**src/logic/ccrc_pkg.sv**
```systemverilog
// Purpose: Constants for the CRC-64 check sequencer that drives a NOR flash
// Assumes: 100 MHz clock, asynchronous flash bus cycles
// Notes: Bus timing figures are plain defaults, tune per part
package ccrc_pkg;
    localparam int CLK_NS = 10;
    // Bus cycle times in ns, converted to whole cycles rounded up
    localparam int T_STROBE_NS = 40;
    localparam int T_ACCESS_NS = 120;
    localparam int T_GAP_NS = 20;
    localparam int STROBE_CYC = (T_STROBE_NS + CLK_NS - 1) / CLK_NS;
    localparam int ACCESS_CYC = (T_ACCESS_NS + CLK_NS - 1) / CLK_NS;
    localparam int GAP_CYC = (T_GAP_NS + CLK_NS - 1) / CLK_NS;
    localparam int SYNC_CYC = 2;
    localparam int CNT_W = 8;

    // Command addresses, word mode and byte mode
    localparam logic [11:0] UNLK1_WADDR = 12'h555;
    localparam logic [11:0] UNLK1_BADDR = 12'hAAA;
    localparam logic [11:0] UNLK2_WADDR = 12'h2AA;
    localparam logic [11:0] UNLK2_BADDR = 12'h555;

    // Command data
    localparam logic [15:0] UNLK1_DATA = 16'h00AA;
    localparam logic [15:0] UNLK2_DATA = 16'h0055;
    localparam logic [15:0] EXT_CMD = 16'h00EB;
    localparam logic [15:0] SUBOP_CRC = 16'h0027;
    localparam logic [15:0] CNT_RANGE_W = 16'h000A;
    localparam logic [15:0] CNT_RANGE_B = 16'h0015;
    localparam logic [15:0] CNT_WHOLE_W = 16'h0004;
    localparam logic [15:0] CNT_WHOLE_B = 16'h0009;
    localparam logic [15:0] OPT_RANGE = 16'hFFFE;
    localparam logic [15:0] OPT_WHOLE = 16'hFFFF;
    localparam logic [15:0] RSVD_WORD = 16'h0000;
    localparam logic [15:0] CONFIRM_CMD = 16'h0029;

    // Sequence steps; steps STEP_WORD0 to STEP_RSV2 carry word offset step-5
    localparam logic [4:0] STEP_UNLK1 = 5'h00;
    localparam logic [4:0] STEP_UNLK2 = 5'h01;
    localparam logic [4:0] STEP_EXT = 5'h02;
    localparam logic [4:0] STEP_SUBOP = 5'h03;
    localparam logic [4:0] STEP_COUNT = 5'h04;
    localparam logic [4:0] STEP_WORD0 = 5'h05;
    localparam logic [4:0] STEP_CRC0 = 5'h06;
    localparam logic [4:0] STEP_CRC3 = 5'h09;
    localparam logic [4:0] STEP_SA_LO = 5'h0A;
    localparam logic [4:0] STEP_SA_HI = 5'h0B;
    localparam logic [4:0] STEP_RSV1 = 5'h0C;
    localparam logic [4:0] STEP_SP_LO = 5'h0D;
    localparam logic [4:0] STEP_SP_HI = 5'h0E;
    localparam logic [4:0] STEP_RSV2 = 5'h0F;
    localparam logic [4:0] STEP_CONFIRM = 5'h10;

    // Polling status bits and the shared data pin bit
    localparam int STAT_TOGGLE_BIT = 6;
    localparam int STAT_ERR_BIT = 5;
    localparam int SHARED_BIT = 15;
endpackage

```
**src/logic/ccrc_bus.sv**
```systemverilog
// Purpose: One asynchronous flash bus cycle, read or write, per request
// Assumes: Request held until ack; data pins synchronised before use
// Notes: Byte mode drives the byte address LSB on the shared data pin
`timescale 1ns/1ps
module ccrc_bus #(
    parameter int ADDR_W = 25
) (
    // Clock and reset
    input wire logic clk,
    input wire logic rst_b,
    // Request side
    input wire logic req,
    input wire logic wr,
    input wire logic [ADDR_W:0] baddr,
    input wire logic byte_mode,
    input wire logic [15:0] wdata,
    output logic ack,
    output logic [15:0] rdata,
    // Flash pins
    output logic [ADDR_W-1:0] flash_addr,
    output logic flash_ce_b,
    output logic flash_we_b,
    output logic flash_re_b,
    output logic flash_byte_b,
    output logic [15:0] dq_o,
    output logic [15:0] dq_oe_b,
    input wire logic [15:0] dq_i
);
    import ccrc_pkg::*;

    localparam logic [CNT_W-1:0] STROBE_N = CNT_W'(STROBE_CYC - 1);
    localparam logic [CNT_W-1:0] READ_N = CNT_W'(ACCESS_CYC + SYNC_CYC - 1);
    localparam logic [CNT_W-1:0] GAP_N = CNT_W'(GAP_CYC - 1);

    if (ACCESS_CYC + SYNC_CYC >= (1 << CNT_W)) begin : g_chk
        $error("Bus cycle counts exceed counter width");
    end

    typedef enum logic [2:0] {
        B_IDLE, B_SETUP, B_STROBE, B_HOLD, B_GAP
    } ccrc_bst_e;

    typedef struct packed {
        ccrc_bst_e st;
        logic [CNT_W-1:0] cnt;
        logic wr;
        logic [ADDR_W-1:0] addr;
        logic [15:0] dq_o;
        logic [15:0] oe_b;
        logic ce_b;
        logic we_b;
        logic re_b;
        logic byte_b;
        logic ack;
        logic [15:0] rdata;
        logic [15:0] s1;
        logic [15:0] s2;
    } ccrc_bus_s;

    ccrc_bus_s b_q, b_d;

    always_comb begin
        b_d = b_q;
        b_d.ack = 1'b0;
        b_d.s1 = dq_i;
        b_d.s2 = b_q.s1;
        b_d.byte_b = ~byte_mode;
        unique case (b_q.st)
            B_IDLE: begin
                // Byte mode owns the shared pin; word mode only on writes
                b_d.oe_b[SHARED_BIT] = ~byte_mode;
                if (req && !b_q.ack) begin
                    b_d.st = B_SETUP;
                    b_d.wr = wr;
                    b_d.addr = baddr[ADDR_W:1];
                    b_d.ce_b = 1'b0;
                    if (byte_mode) begin
                        b_d.dq_o = {baddr[0], 7'h00, wdata[7:0]};
                        b_d.oe_b[14:0] = wr ? 15'h7F00 : 15'h7FFF;
                    end else begin
                        b_d.dq_o = wdata;
                        b_d.oe_b = wr ? 16'h0000 : 16'hFFFF;
                    end
                end
            end
            B_SETUP: begin
                b_d.st = B_STROBE;
                b_d.cnt = b_q.wr ? STROBE_N : READ_N;
                b_d.we_b = ~b_q.wr;
                b_d.re_b = b_q.wr;
            end
            B_STROBE: begin
                if (b_q.cnt == '0) begin
                    b_d.st = B_HOLD;
                    b_d.we_b = 1'b1;
                    b_d.re_b = 1'b1;
                    b_d.rdata = b_q.s2;
                end else begin
                    b_d.cnt = b_q.cnt - 1'b1;
                end
            end
            B_HOLD: begin
                b_d.st = B_GAP;
                b_d.cnt = GAP_N;
                b_d.ce_b = 1'b1;
                b_d.oe_b[14:0] = 15'h7FFF;
                if (!byte_mode) begin
                    b_d.oe_b[SHARED_BIT] = 1'b1;
                end
            end
            B_GAP: begin
                if (b_q.cnt == '0) begin
                    b_d.st = B_IDLE;
                    b_d.ack = 1'b1;
                end else begin
                    b_d.cnt = b_q.cnt - 1'b1;
                end
            end
        endcase
    end

    always_ff @(posedge clk) begin
        if (!rst_b) begin
            b_q <= '0;
            b_q.st <= B_IDLE;
            b_q.oe_b <= 16'hFFFF;
            b_q.ce_b <= 1'b1;
            b_q.we_b <= 1'b1;
            b_q.re_b <= 1'b1;
            b_q.byte_b <= 1'b1;
        end else begin
            b_q <= b_d;
        end
    end

    assign ack = b_q.ack;
    assign rdata = b_q.rdata;
    assign flash_addr = b_q.addr;
    assign flash_ce_b = b_q.ce_b;
    assign flash_we_b = b_q.we_b;
    assign flash_re_b = b_q.re_b;
    assign flash_byte_b = b_q.byte_b;
    assign dq_o = b_q.dq_o;
    assign dq_oe_b = b_q.oe_b;
endmodule // ccrc_bus

```
**src/logic/ccrc_host.sv**
```systemverilog
// Purpose: Host sequencer issuing the flash CRC-64 check and polling result
// Assumes: Flash on the pins below; start pulses only while not busy
// Notes: Ready is taken from the toggle bit of two successive status reads
// Behaviour
// - The host writes the two unlock cycles and then the extended code EB.
// - For a range the host writes sub-op 27, count 0A/15 and option FFFE.
// - The host writes the expected CRC as four words, low word first.
// - The host writes the start byte address low then high, then a zero.
// - The host writes the stop byte address low then high, then a zero.
// - Confirm 29 starts the check and the host polls until ready.
// - For the whole array the host writes count 04/09, option FFFF, no range.
`timescale 1ns/1ps
module ccrc_host #(
    parameter int ADDR_W = 25
) (
    // Clock and reset
    input wire logic clk,
    input wire logic rst_b,
    // User request
    input wire logic start,
    input wire logic whole_array,
    input wire logic byte_mode,
    input wire logic [63:0] exp_crc,
    input wire logic [31:0] range_start,
    input wire logic [31:0] range_stop,
    // User result
    output logic busy,
    output logic done,
    output logic pass,
    output logic check_error_flag,
    // Flash pins
    output logic [ADDR_W-1:0] flash_addr,
    output logic flash_ce_b,
    output logic flash_we_b,
    output logic flash_re_b,
    output logic flash_byte_b,
    output logic [15:0] dq_o,
    output logic [15:0] dq_oe_b,
    input wire logic [15:0] dq_i
);
    import ccrc_pkg::*;

    if (ADDR_W < 12) begin : g_chk
        $error("Address width too small for unlock addresses");
    end

    typedef enum logic [1:0] {S_IDLE, S_WR, S_POLL} ccrc_st_e;

    typedef struct packed {
        ccrc_st_e st;
        logic [4:0] step;
        logic half;
        logic [1:0] poll_n;
        logic [15:0] last;
        logic whole;
        logic bmode;
        logic [63:0] crc;
        logic [31:0] sa;
        logic [31:0] sp;
        logic req;
        logic busy;
        logic done;
        logic pass;
        logic err;
    } ccrc_host_s;

    ccrc_host_s s_q, s_d;
    logic bus_req;
    logic bus_wr;
    logic [ADDR_W:0] bus_baddr;
    logic [15:0] bus_wdata;
    logic bus_ack;
    logic [15:0] bus_rdata;
    logic multi;

    // Word written at a step, before byte selection
    function automatic logic [15:0] step_word(input ccrc_host_s s);
        logic [15:0] w;
        w = RSVD_WORD;
        unique case (s.step)
            STEP_UNLK1: w = UNLK1_DATA;
            STEP_UNLK2: w = UNLK2_DATA;
            STEP_EXT: w = EXT_CMD;
            STEP_SUBOP: w = SUBOP_CRC;
            STEP_COUNT: w = s.whole ? (s.bmode ? CNT_WHOLE_B : CNT_WHOLE_W)
                                    : (s.bmode ? CNT_RANGE_B : CNT_RANGE_W);
            STEP_WORD0: w = s.whole ? OPT_WHOLE : OPT_RANGE;
            STEP_SA_LO: w = s.sa[15:0];
            STEP_SA_HI: w = s.sa[31:16];
            STEP_SP_LO: w = s.sp[15:0];
            STEP_SP_HI: w = s.sp[31:16];
            STEP_CONFIRM: w = CONFIRM_CMD;
            default: begin
                if (s.step >= STEP_CRC0 && s.step <= STEP_CRC3) begin
                    w = s.crc[16 * (s.step - STEP_CRC0) +: 16];
                end
            end
        endcase
        return w;
    endfunction

    // Byte address of a step; word mode keeps a zero LSB
    function automatic logic [ADDR_W:0] step_addr(input ccrc_host_s s);
        logic [ADDR_W:0] a;
        logic [4:0] off;
        a = '0;
        off = s.step - STEP_WORD0;
        if (s.st == S_WR) begin
            if (s.step == STEP_UNLK1) begin
                a = s.bmode ? (ADDR_W+1)'(UNLK1_BADDR)
                            : (ADDR_W+1)'({UNLK1_WADDR, 1'b0});
            end else if (s.step == STEP_UNLK2) begin
                a = s.bmode ? (ADDR_W+1)'(UNLK2_BADDR)
                            : (ADDR_W+1)'({UNLK2_WADDR, 1'b0});
            end else if (s.step >= STEP_WORD0 && s.step < STEP_CONFIRM) begin
                a = (ADDR_W+1)'({off, s.half});
            end
        end
        return a;
    endfunction

    assign multi = s_q.bmode && s_q.step >= STEP_WORD0
                   && s_q.step != STEP_CONFIRM;
    assign bus_req = s_q.req;
    assign bus_wr = (s_q.st == S_WR);
    assign bus_baddr = step_addr(s_q);
    // Low byte before high byte of each word in byte mode
    assign bus_wdata = !s_q.bmode ? step_word(s_q)
                       : {8'h00, (multi && s_q.half) ? step_word(s_q)[15:8]
                                                     : step_word(s_q)[7:0]};

    always_comb begin
        s_d = s_q;
        s_d.done = 1'b0;
        unique case (s_q.st)
            S_IDLE: begin
                if (start) begin
                    s_d.st = S_WR;
                    s_d.step = STEP_UNLK1;
                    s_d.half = 1'b0;
                    s_d.whole = whole_array;
                    s_d.bmode = byte_mode;
                    s_d.crc = exp_crc;
                    s_d.sa = range_start;
                    s_d.sp = range_stop;
                    s_d.req = 1'b1;
                    s_d.busy = 1'b1;
                    s_d.pass = 1'b0;
                    s_d.err = 1'b0;
                end
            end
            S_WR: begin
                if (bus_ack) begin
                    if (multi && !s_q.half) begin
                        s_d.half = 1'b1;
                    end else if (s_q.step == STEP_CONFIRM) begin
                        s_d.st = S_POLL;
                        s_d.poll_n = 2'd0;
                    end else begin
                        s_d.half = 1'b0;
                        // Whole array skips the range words
                        s_d.step = (s_q.whole && s_q.step == STEP_CRC3)
                                   ? STEP_CONFIRM : s_q.step + 5'd1;
                    end
                end
            end
            S_POLL: begin
                // Every read returns status while running
                if (bus_ack) begin
                    unique case (s_q.poll_n)
                        2'd0, 2'd2: begin
                            s_d.last = bus_rdata;
                            s_d.poll_n = s_q.poll_n + 2'd1;
                        end
                        2'd1: begin
                            if (bus_rdata[STAT_TOGGLE_BIT]
                                == s_q.last[STAT_TOGGLE_BIT]) begin
                                s_d.st = S_IDLE;
                                s_d.pass = 1'b1;
                            end else if (bus_rdata[STAT_ERR_BIT]) begin
                                s_d.poll_n = 2'd2;
                            end else begin
                                s_d.last = bus_rdata;
                            end
                        end
                        2'd3: begin
                            s_d.st = S_IDLE;
                            // Still toggling with error set means failure
                            if (bus_rdata[STAT_TOGGLE_BIT]
                                != s_q.last[STAT_TOGGLE_BIT]) begin
                                s_d.err = 1'b1;
                            end else begin
                                s_d.pass = 1'b1;
                            end
                        end
                    endcase
                    if (s_d.st == S_IDLE) begin
                        s_d.req = 1'b0;
                        s_d.busy = 1'b0;
                        s_d.done = 1'b1;
                    end
                end
            end
        endcase
    end

    always_ff @(posedge clk) begin
        if (!rst_b) begin
            s_q <= '0;
            s_q.st <= S_IDLE;
        end else begin
            s_q <= s_d;
        end
    end

    ccrc_bus #(
        .ADDR_W(ADDR_W)
    ) u_bus (
        .clk(clk),
        .rst_b(rst_b),
        .req(bus_req),
        .wr(bus_wr),
        .baddr(bus_baddr),
        .byte_mode(s_q.bmode),
        .wdata(bus_wdata),
        .ack(bus_ack),
        .rdata(bus_rdata),
        .flash_addr(flash_addr),
        .flash_ce_b(flash_ce_b),
        .flash_we_b(flash_we_b),
        .flash_re_b(flash_re_b),
        .flash_byte_b(flash_byte_b),
        .dq_o(dq_o),
        .dq_oe_b(dq_oe_b),
        .dq_i(dq_i)
    );

    assign busy = s_q.busy;
    assign done = s_q.done;
    assign pass = s_q.pass;
    assign check_error_flag = s_q.err;

    a_unlock_first: assert property (@(posedge clk) disable iff (!rst_b)
        $rose(s_q.busy) |-> ##1 bus_req && bus_wr
        && bus_wdata == UNLK1_DATA && bus_baddr[11:0] == (s_q.bmode
        ? UNLK1_BADDR : {UNLK1_WADDR[10:0], 1'b0}))
        else $error("first unlock write wrong");

    a_range_count: assert property (@(posedge clk) disable iff (!rst_b)
        bus_ack && bus_wr && s_q.step == STEP_SUBOP && !s_q.whole |=>
        bus_wdata == (s_q.bmode ? CNT_RANGE_B : CNT_RANGE_W))
        else $error("range count value wrong");

    a_crc_high_byte: assert property (@(posedge clk) disable iff (!rst_b)
        bus_ack && bus_wr && s_q.step == STEP_CRC0 && s_q.bmode
        && !s_q.half |=> bus_wdata == {8'h00, s_q.crc[15:8]}
        && bus_baddr[4:0] == 5'h03)
        else $error("crc high byte not after low byte");

    a_start_word: assert property (@(posedge clk) disable iff (!rst_b)
        bus_ack && bus_wr && s_q.step == STEP_CRC3 && !s_q.bmode
        && !s_q.whole |=> bus_wdata == s_q.sa[15:0]
        && bus_baddr[4:0] == 5'h0A)
        else $error("start address word wrong");

    a_stop_rsvd: assert property (@(posedge clk) disable iff (!rst_b)
        bus_req && bus_wr && s_q.step == STEP_RSV2 |-> bus_wdata == RSVD_WORD)
        else $error("reserved word after stop not zero");

    a_confirm_poll: assert property (@(posedge clk) disable iff (!rst_b)
        bus_ack && bus_wr && s_q.step == STEP_CONFIRM |=>
        s_q.st == S_POLL && bus_req && !bus_wr && s_q.busy)
        else $error("no polling after confirm");

    a_whole_skip: assert property (@(posedge clk) disable iff (!rst_b)
        bus_ack && bus_wr && s_q.whole && s_q.step == STEP_CRC3
        && (!s_q.bmode || s_q.half) |=> s_q.step == STEP_CONFIRM)
        else $error("whole array did not skip range words");
endmodule // ccrc_host

```
**config.mk**
```make
export PLATFORM = sky130hd
export DESIGN_NAME = ccrc_host
export DESIGN_NICKNAME = d
export VERILOG_FILES = /design/src/logic/ccrc_pkg.sv /design/src/logic/ccrc_bus.sv /design/src/logic/ccrc_host.sv
export SDC_FILE = /design/constraint.sdc
export NUM_CORES = 1
export LEC_CHECK = 0
export BUFFER_PORTS_ARGS = -buffer_cell sky130_fd_sc_hd__buf_2
export CELL_PAD_IN_SITES_DETAIL_PLACEMENT = 1
export CELL_PAD_IN_SITES_GLOBAL_PLACEMENT = 1
export CORE_MARGIN = 2
export CORE_UTILIZATION = 44
export CTS_CLUSTER_DIAMETER = 80
export CTS_CLUSTER_SIZE = 12
export DETAILED_ROUTE_END_ITERATION = 16
export GPL_ROUTABILITY_DRIVEN = 0
export GPL_TIMING_DRIVEN = 1
export PLACE_DENSITY_LB_ADDON = 0.1
export SLEW_MARGIN = 20
export SYNTH_ARGS = -nofsm -noshare
export SYNTH_HDL_FRONTEND = slang
export SYNTH_SLANG_ARGS = --single-unit
```
**constraint.sdc**
```tcl
create_clock -name clk -period 4.9 [get_ports clk]
set_clock_uncertainty 0.05 [all_clocks]
set_input_delay 1.225 -clock clk [delete_from_list [all_inputs] [get_ports clk]]
set_output_delay 1.225 -clock clk [all_outputs]
set_load 0.01 [all_outputs]
```
* Yosys cells after proc, flatten, opt, wreduce, memory -nomap -nowiden
Cells that the tools add are included.
** Word-level totals
- Input port bits :: 149
- Output and inout port bits :: 65
- Bits in registers :: 283
- Logic and storage cells :: 195
** Operators by class
- Mux-type cells :: 64
- Eq/ne operators :: 46
- Bitwise operators :: 2
- Shift-type cells :: 1
- Magnitude comparators :: 4
- Reductions and logical operators :: 43
- Add/sub/neg operators :: 5
** Operator list (count)
- $pmux 16 s11 :: 2
- $mux 16 :: 5
- $shiftx 64x33->16 :: 1
- $mux 18 :: 2
- $pmux 18 s2 :: 1
- $pmux 17 s2 :: 1
- $mux 8 :: 4
- $eq 5x4->1 const B :: 5
- $mux 12 :: 2
- $pmux 8 s3 :: 1
- $mux 2 :: 11
- $ne 2x2->1 const B :: 11
- $pmux 2 s2 :: 5
- $reduce_and 5->1 :: 4
- $mux 17 :: 1
- $reduce_and 2->1 :: 8
- $mux 15 :: 1
- $mux 5 :: 3
- $pmux 3 s5 :: 1
- $mux 3 :: 4
- $mux 6 :: 2
- $ne 3x3->1 const B :: 4
- $pmux 6 s2 :: 1
- $reduce_bool 2->1 :: 6
- other kinds (43) :: 79

* Longest topological paths before layout
- Word-level depth :: 9
- Mapped depth :: 11
- Gate-level depth less buffers :: 8

* Hierarchy
Synthesis repeated with hierarchy kept, for this count alone.
** Second synthesis, totals
- Cell total of the unflattened synthesis :: 1415
- Area total of the unflattened synthesis :: 11935.2 sq um
** By module, submodules not included
- ccrc_host :: area an instance 7374.6 sq um, sequential area each 2902.8 sq um, cells each 906, times used 1
- ccrc_bus :: area an instance 4560.6 sq um, sequential area each 2182.1 sq um, cells each 509, times used 1

* Least setup slack after synthesis
Ideal clock, no wire load.
- Path type :: reg2reg
- From :: register s_q[155] (netlist name)
- To :: register u_bus.b_q (netlist bit u_bus.dq_o[6])
- Data required time :: 4.727 ns
- Cell stages (with the launch flop) :: 11
- Period minus slack after synthesis :: 2.736 ns
- Path buffers :: 3
- Setup time :: 0.123 ns
- Slack :: 2.164 ns
- Arrival time :: 2.563 ns
- Cell sequence :: dfxtp_1 -> clkbuf_1 -> buf_2 -> inv_1 -> ha_1 -> a2111oi_2 -> a2111o_1 -> buf_6 -> o2111ai_1 -> a221oi_1 -> nor2_1
** Between the ends
- Cells in the longest elaborated chain, start to end :: 7
- Elaborated cells on any way between the ends :: 27
- Those cells by class :: 1 x add/sub; 3 x order compare; 11 x eq/ne; 1 x shift; 6 x mux; 5 x reduce/logical
** Ends and longest elaborated chain
- from (decl) :: RTL line ccrc_host.sv:67 : ccrc_host_s s_q, s_d;
- $sub 5x3->6, or another cell as far along :: RTL line ccrc_host.sv:95 : w = s.crc[16 * (s.step - STEP_CRC0) +: 16];
- $shiftx 64x33->16, or another cell as far along :: RTL line ccrc_host.sv:95
- $mux 16 or $logic_and 1x1->1 (tied branches) :: RTL line ccrc_host.sv:94, ccrc_host.sv:123
- $pmux 16 s11 or $logic_and 1x1->1 (tied branches) :: RTL line ccrc_host.sv:80, ccrc_host.sv:129
- $mux 8 :: RTL line ccrc_host.sv:129 : : {8'h00, (multi && s_q.half) ? step_word(s_q)[15:8]
- $mux 16 (*) :: RTL line ccrc_host.sv:128 : assign bus_wdata = !s_q.bmode ? step_word(s_q)
- $mux 16 (*) :: RTL line ccrc_bus.sv:77 : if (byte_mode) begin
- to (decl) :: RTL line ccrc_bus.sv:60 : ccrc_bus_s b_q, b_d;
Mark *: on every way between the ends. The rest lies on a longest branch, timed or not.
A chain may end at the register's enable or synchronous reset.

* Worst setup path in the final report
Same ends and word-level chain as after synthesis.

==> parameters.txt <==
Parameter                              Value

Critical path
  Reg2Reg Launch Point    s_q[155]
  Critical register-to-register path endpoint    u_bus.dq_o[6]
  Crit Path Max Fanout    22
  Setup crit end kind    register
  Critical Path Source    s_q[155]
  Required time at the worst-slack endpoint    5.16 ns
  Critical path capture point    u_bus.dq_o[6]
  Setup slack of the worst register-to-register path    1.73 ns
  Launching element type of the critical path    register
  CP max-delay cell    sky130_fd_sc_hd__a2111o_1
  Maximum cell stage delay along the critical path    0.55 ns
  Worst endpoint data arrival time    3.43 ns
  Cell count of the worst reg-to-reg path    8
  WS Path Type    register to register
  Chain of cells forming the critical path    buf_4 > inv_1 > ha_1 > nor4bb_1 > a2111o_1 > o2111ai_1 > a221oi_1 > nor2_1

Clocking
  CTS tree    done
  Clk Tree Root Cell    sky130_fd_sc_hd__clkbuf_16
  Clock latency on the worst-skew pair    0.44 ns
  Post-CTS resize count    0
  Clock transition at path regs    0.07 ns
  Post-CTS Repair Setup Buffers    0
  Maximum buffer depth of the clock tree    2
  Clock buffers created by TritonCTS    17
  Hold-fix buffers, CTS    0
  Total number of clock tree sinks    194
  Count of H-tree levels built during CTS    4

STA
  Setup repair after global routing missed its margin    no
  Period utilisation layout    64.8%
  Worst hold slack    0.390 ns
  Max Freq    315 MHz
  Sum of negative setup slack    0 ns
  Final critical path time including I/O delays and setup    3.17 ns
  Final setup violation count    0
  Final count of pins violating max slew    0
  Actual slew at the worst max-slew pin    0.956 ns
  Worst slew slack as a fraction of its limit    36.1%
  Hold violation count in the final report    0

Yosys
  Mapped Cells    1194
  Yosys warnings    0
  Flip-flop cell with the highest count after synthesis    sky130_fd_sc_hd__dfxtp_1
  Cell area after synthesis    9980 µm²
  Synthesized flop and latch total    194
  Fraction of the yosys area taken by sequential cells    38.9%
  Average footprint of a synthesized cell    8.35 µm²
  Number of distinct standard cells referenced by the synthesized netlist    86
  Number of flops mapped to enable cells by yosys    0
  Asr flop ratio synth    0%

Job
  Number of max-cap violations    0

Layout
  Count of nets after finishing    1447
  Inserted Diodes    0
  Area used by sequential logic in the layout    3880 µm²
  Multi-input gate area in the final layout    5280 µm²
  Fraction of final layout cells with drive strength greater than 1    21.5%
  Layout area overhead    12.3%
  Total of fill cells in the finished design    2766

GRT
  Global-route wire length before repair    45000 µm
  Overall overflow remaining after global route    0
  Global routing usage summed across all routing layers    23.7%
  Maximum number of pins on one net before global-route repair    115
  Number of global-route vias before repair    8309
  Initial antenna violation count    1

Power
  Worst vdd rail ir drop    0.176 mV
  Leakage    4.39 nW
  Power density over the cells    417 nW/µm²

Detailed routing
  Residual DRC count    0
  Routed len/inst    18.0 µm
  Via count    8428
  WL final    28400 µm
  Antenna-violating nets left    0
  Routed via count divided by cell count    5.34
  DRC marker count from the first detailed-route iteration    488
  Drt pass-1 iters    4

Hold path
  Kind of path behind the tightest hold check    register to register
  Hold path start    u_bus.b_d[5]

Floorplan
  Count of pins on the block boundary    214
  Placeable core region    22400 µm²
  Starting density of the core    44.5%
  Die Ht    155 µm
  Floorplan die area    23900 µm²
  Placement Rows    55
  Die width    155 µm

Place
  Detailed Place HPWL    20400 µm
  Count of port buffers added during placement    185

Outcome
  Run status    finished, final reports clean
==> cells in the mapped netlist, types with 6 or more instances <==
| library cell | count | area (µm²) |
|---|---|---|
| sky130_fd_sc_hd__a21boi_0 | 142 | 1070 |
| sky130_fd_sc_hd__a21oi_1 | 32 | 160 |
| sky130_fd_sc_hd__a22oi_1 | 7 | 52.6 |
| sky130_fd_sc_hd__a31oi_1 | 6 | 37.5 |
| sky130_fd_sc_hd__and2_1 | 12 | 75.1 |
| sky130_fd_sc_hd__and3_1 | 11 | 68.8 |
| sky130_fd_sc_hd__buf_4 | 61 | 458 |
| sky130_fd_sc_hd__buf_6 | 6 | 67.6 |
| sky130_fd_sc_hd__clkbuf_1 | 65 | 244 |
| sky130_fd_sc_hd__dfxtp_1 | 194 | 3880 |
| sky130_fd_sc_hd__ha_1 | 17 | 213 |
| sky130_fd_sc_hd__inv_1 | 19 | 71.3 |
| sky130_fd_sc_hd__mux2_2 | 6 | 67.6 |
| sky130_fd_sc_hd__mux2i_1 | 13 | 130 |
| sky130_fd_sc_hd__mux4_2 | 16 | 360 |
| sky130_fd_sc_hd__nand2_1 | 318 | 1190 |
| sky130_fd_sc_hd__nand2b_1 | 13 | 81.3 |
| sky130_fd_sc_hd__nand3_1 | 20 | 100 |
| sky130_fd_sc_hd__nand4_1 | 6 | 37.5 |
| sky130_fd_sc_hd__nor2_1 | 35 | 131 |
| sky130_fd_sc_hd__nor2b_1 | 14 | 87.6 |
| sky130_fd_sc_hd__nor3_1 | 11 | 55.1 |
| sky130_fd_sc_hd__o211ai_1 | 11 | 82.6 |
| sky130_fd_sc_hd__o21ai_0 | 44 | 220 |
==> state kept, by name, summed over array words and instances, names as in the netlist, 2 cells and up <==
register	cells
s_q	141
u_bus.dq_o	16
u_bus.b_q	14
u_bus.flash_addr	7
u_bus.dq_oe_b	3
u_bus.b_d	2
u_bus.rdata	2
==> per-layer routing <==
layer | part of all wire (%) | wire length [µm] | global-route usage (%)
met1 | 49 | 13800 | 33.2
met2 | 46 | 13000 | 38.2
met3 | 3.7 | 1040 | 3.78
met4 | 1.7 | 494 | 6.35
met5 | 0.039 | 11 | 0
==> worst min-delay path by stage <==
| stage | cells past startpoint | to | slack, ns |
|---|---|---|---|
| floorplan | 1 | u_bus.b_q[5] | 0.36 |
| global placement | 1 | u_bus.b_q[5] | 0.37 |
| detailed placement | 1 | u_bus.b_q[5] | 0.38 |
| CTS | 1 | u_bus.b_q[5] | 0.39 |
| global route | 1 | u_bus.b_q[6] | 0.42 |
| finish | 1 | u_bus.b_q[5] | 0.39 |
==> layout make-up <==
type	count	area share (%)
inverters	20	0.670
multi-input cells	856	47.1
clock inverters	14	1.44
flip-flops and latches	194	34.7
well taps	285	3.18
repair buffers	192	8.98
clock buffers	18	3.92
==> kinds of logic after synthesis <==
logic type | count (synthesis) | share of synthesized area (%)
xor+xnor | 9 | 0.790
flops | 194 | 38.9
mux | 36 | 5.71
fa+ha+maj | 17 | 2.13
buf+inv | 157 | 8.72
other cells | 1 | 0.0376
compound gates | 297 | 21.3
simple gates | 483 | 22.4
==> metrics by stage <==
| step | utilization [%] | instances | cell area [µm²] | setup slack, ns | power (mW) |
|---|---|---|---|---|---|
| CTS | 49.9 | 1579 | 11200 | 1.72 | 4.72 |
| detailed placement | 47.3 | 1547 | 10600 | 1.74 | 3.30 |
| finish | 49.9 | 1579 | 11200 | 1.73 | 4.67 |
| global placement | 47.3 | 1547 | 10600 | 1.74 | 3.27 |
| global route | 49.9 | 1579 | 11200 | 1.54 | 4.97 |
| floorplan | - | 1207 | 10000 | 2.16 | 2.95 |
==> critical path: cells and delay by family, from the launching register on <==
| kind | cells | cell delay, ns |
|---|---|---|
| AO/OA/AOI/OAI | 3 | 1.29 |
| AND/OR/NAND/NOR | 2 | 0.60 |
| buffers and inverters | 2 | 0.42 |
| adder cells (fa/ha/maj) | 1 | 0.39 |
| flip-flops | 1 | 0.30 |
==> where the power goes <==
part | switching (mW) | internal (mW)
sequential | 0.173 | 1.79
clock | 0.713 | 0.702
combinational | 0.786 | 0.498
total | 1.67 | 2.99
==> cells in the final DEF (no fill, tap or decap), types with 5 or more instances in the layout <==
master	Yosys	routed
sky130_fd_sc_hd__a21boi_0	142	142
sky130_fd_sc_hd__a21oi_1	32	32
sky130_fd_sc_hd__a221oi_1	5	5
sky130_fd_sc_hd__a22oi_1	7	7
sky130_fd_sc_hd__a31oi_1	6	6
sky130_fd_sc_hd__and2_1	12	11
sky130_fd_sc_hd__and3_1	11	11
sky130_fd_sc_hd__buf_2	5	184
sky130_fd_sc_hd__buf_4	61	6
sky130_fd_sc_hd__clkbuf_16	0	17
sky130_fd_sc_hd__conb_1	1	14
sky130_fd_sc_hd__dfxtp_1	194	193
sky130_fd_sc_hd__ha_1	17	17
sky130_fd_sc_hd__inv_1	19	19
sky130_fd_sc_hd__mux2_2	6	6
sky130_fd_sc_hd__mux2i_1	13	13
sky130_fd_sc_hd__mux4_2	16	16
sky130_fd_sc_hd__nand2_1	318	317
sky130_fd_sc_hd__nand2b_1	13	13
sky130_fd_sc_hd__nand3_1	20	20
sky130_fd_sc_hd__nand4_1	6	6
sky130_fd_sc_hd__nor2_1	35	35
sky130_fd_sc_hd__nor2b_1	14	14
sky130_fd_sc_hd__nor3_1	11	11
sky130_fd_sc_hd__nor3b_1	5	5
sky130_fd_sc_hd__o211ai_1	11	11
sky130_fd_sc_hd__o21ai_0	44	44
sky130_fd_sc_hd__or3_1	5	5
sky130_fd_sc_hd__xor2_1	5	5
(Power assumes the default switching activity.)
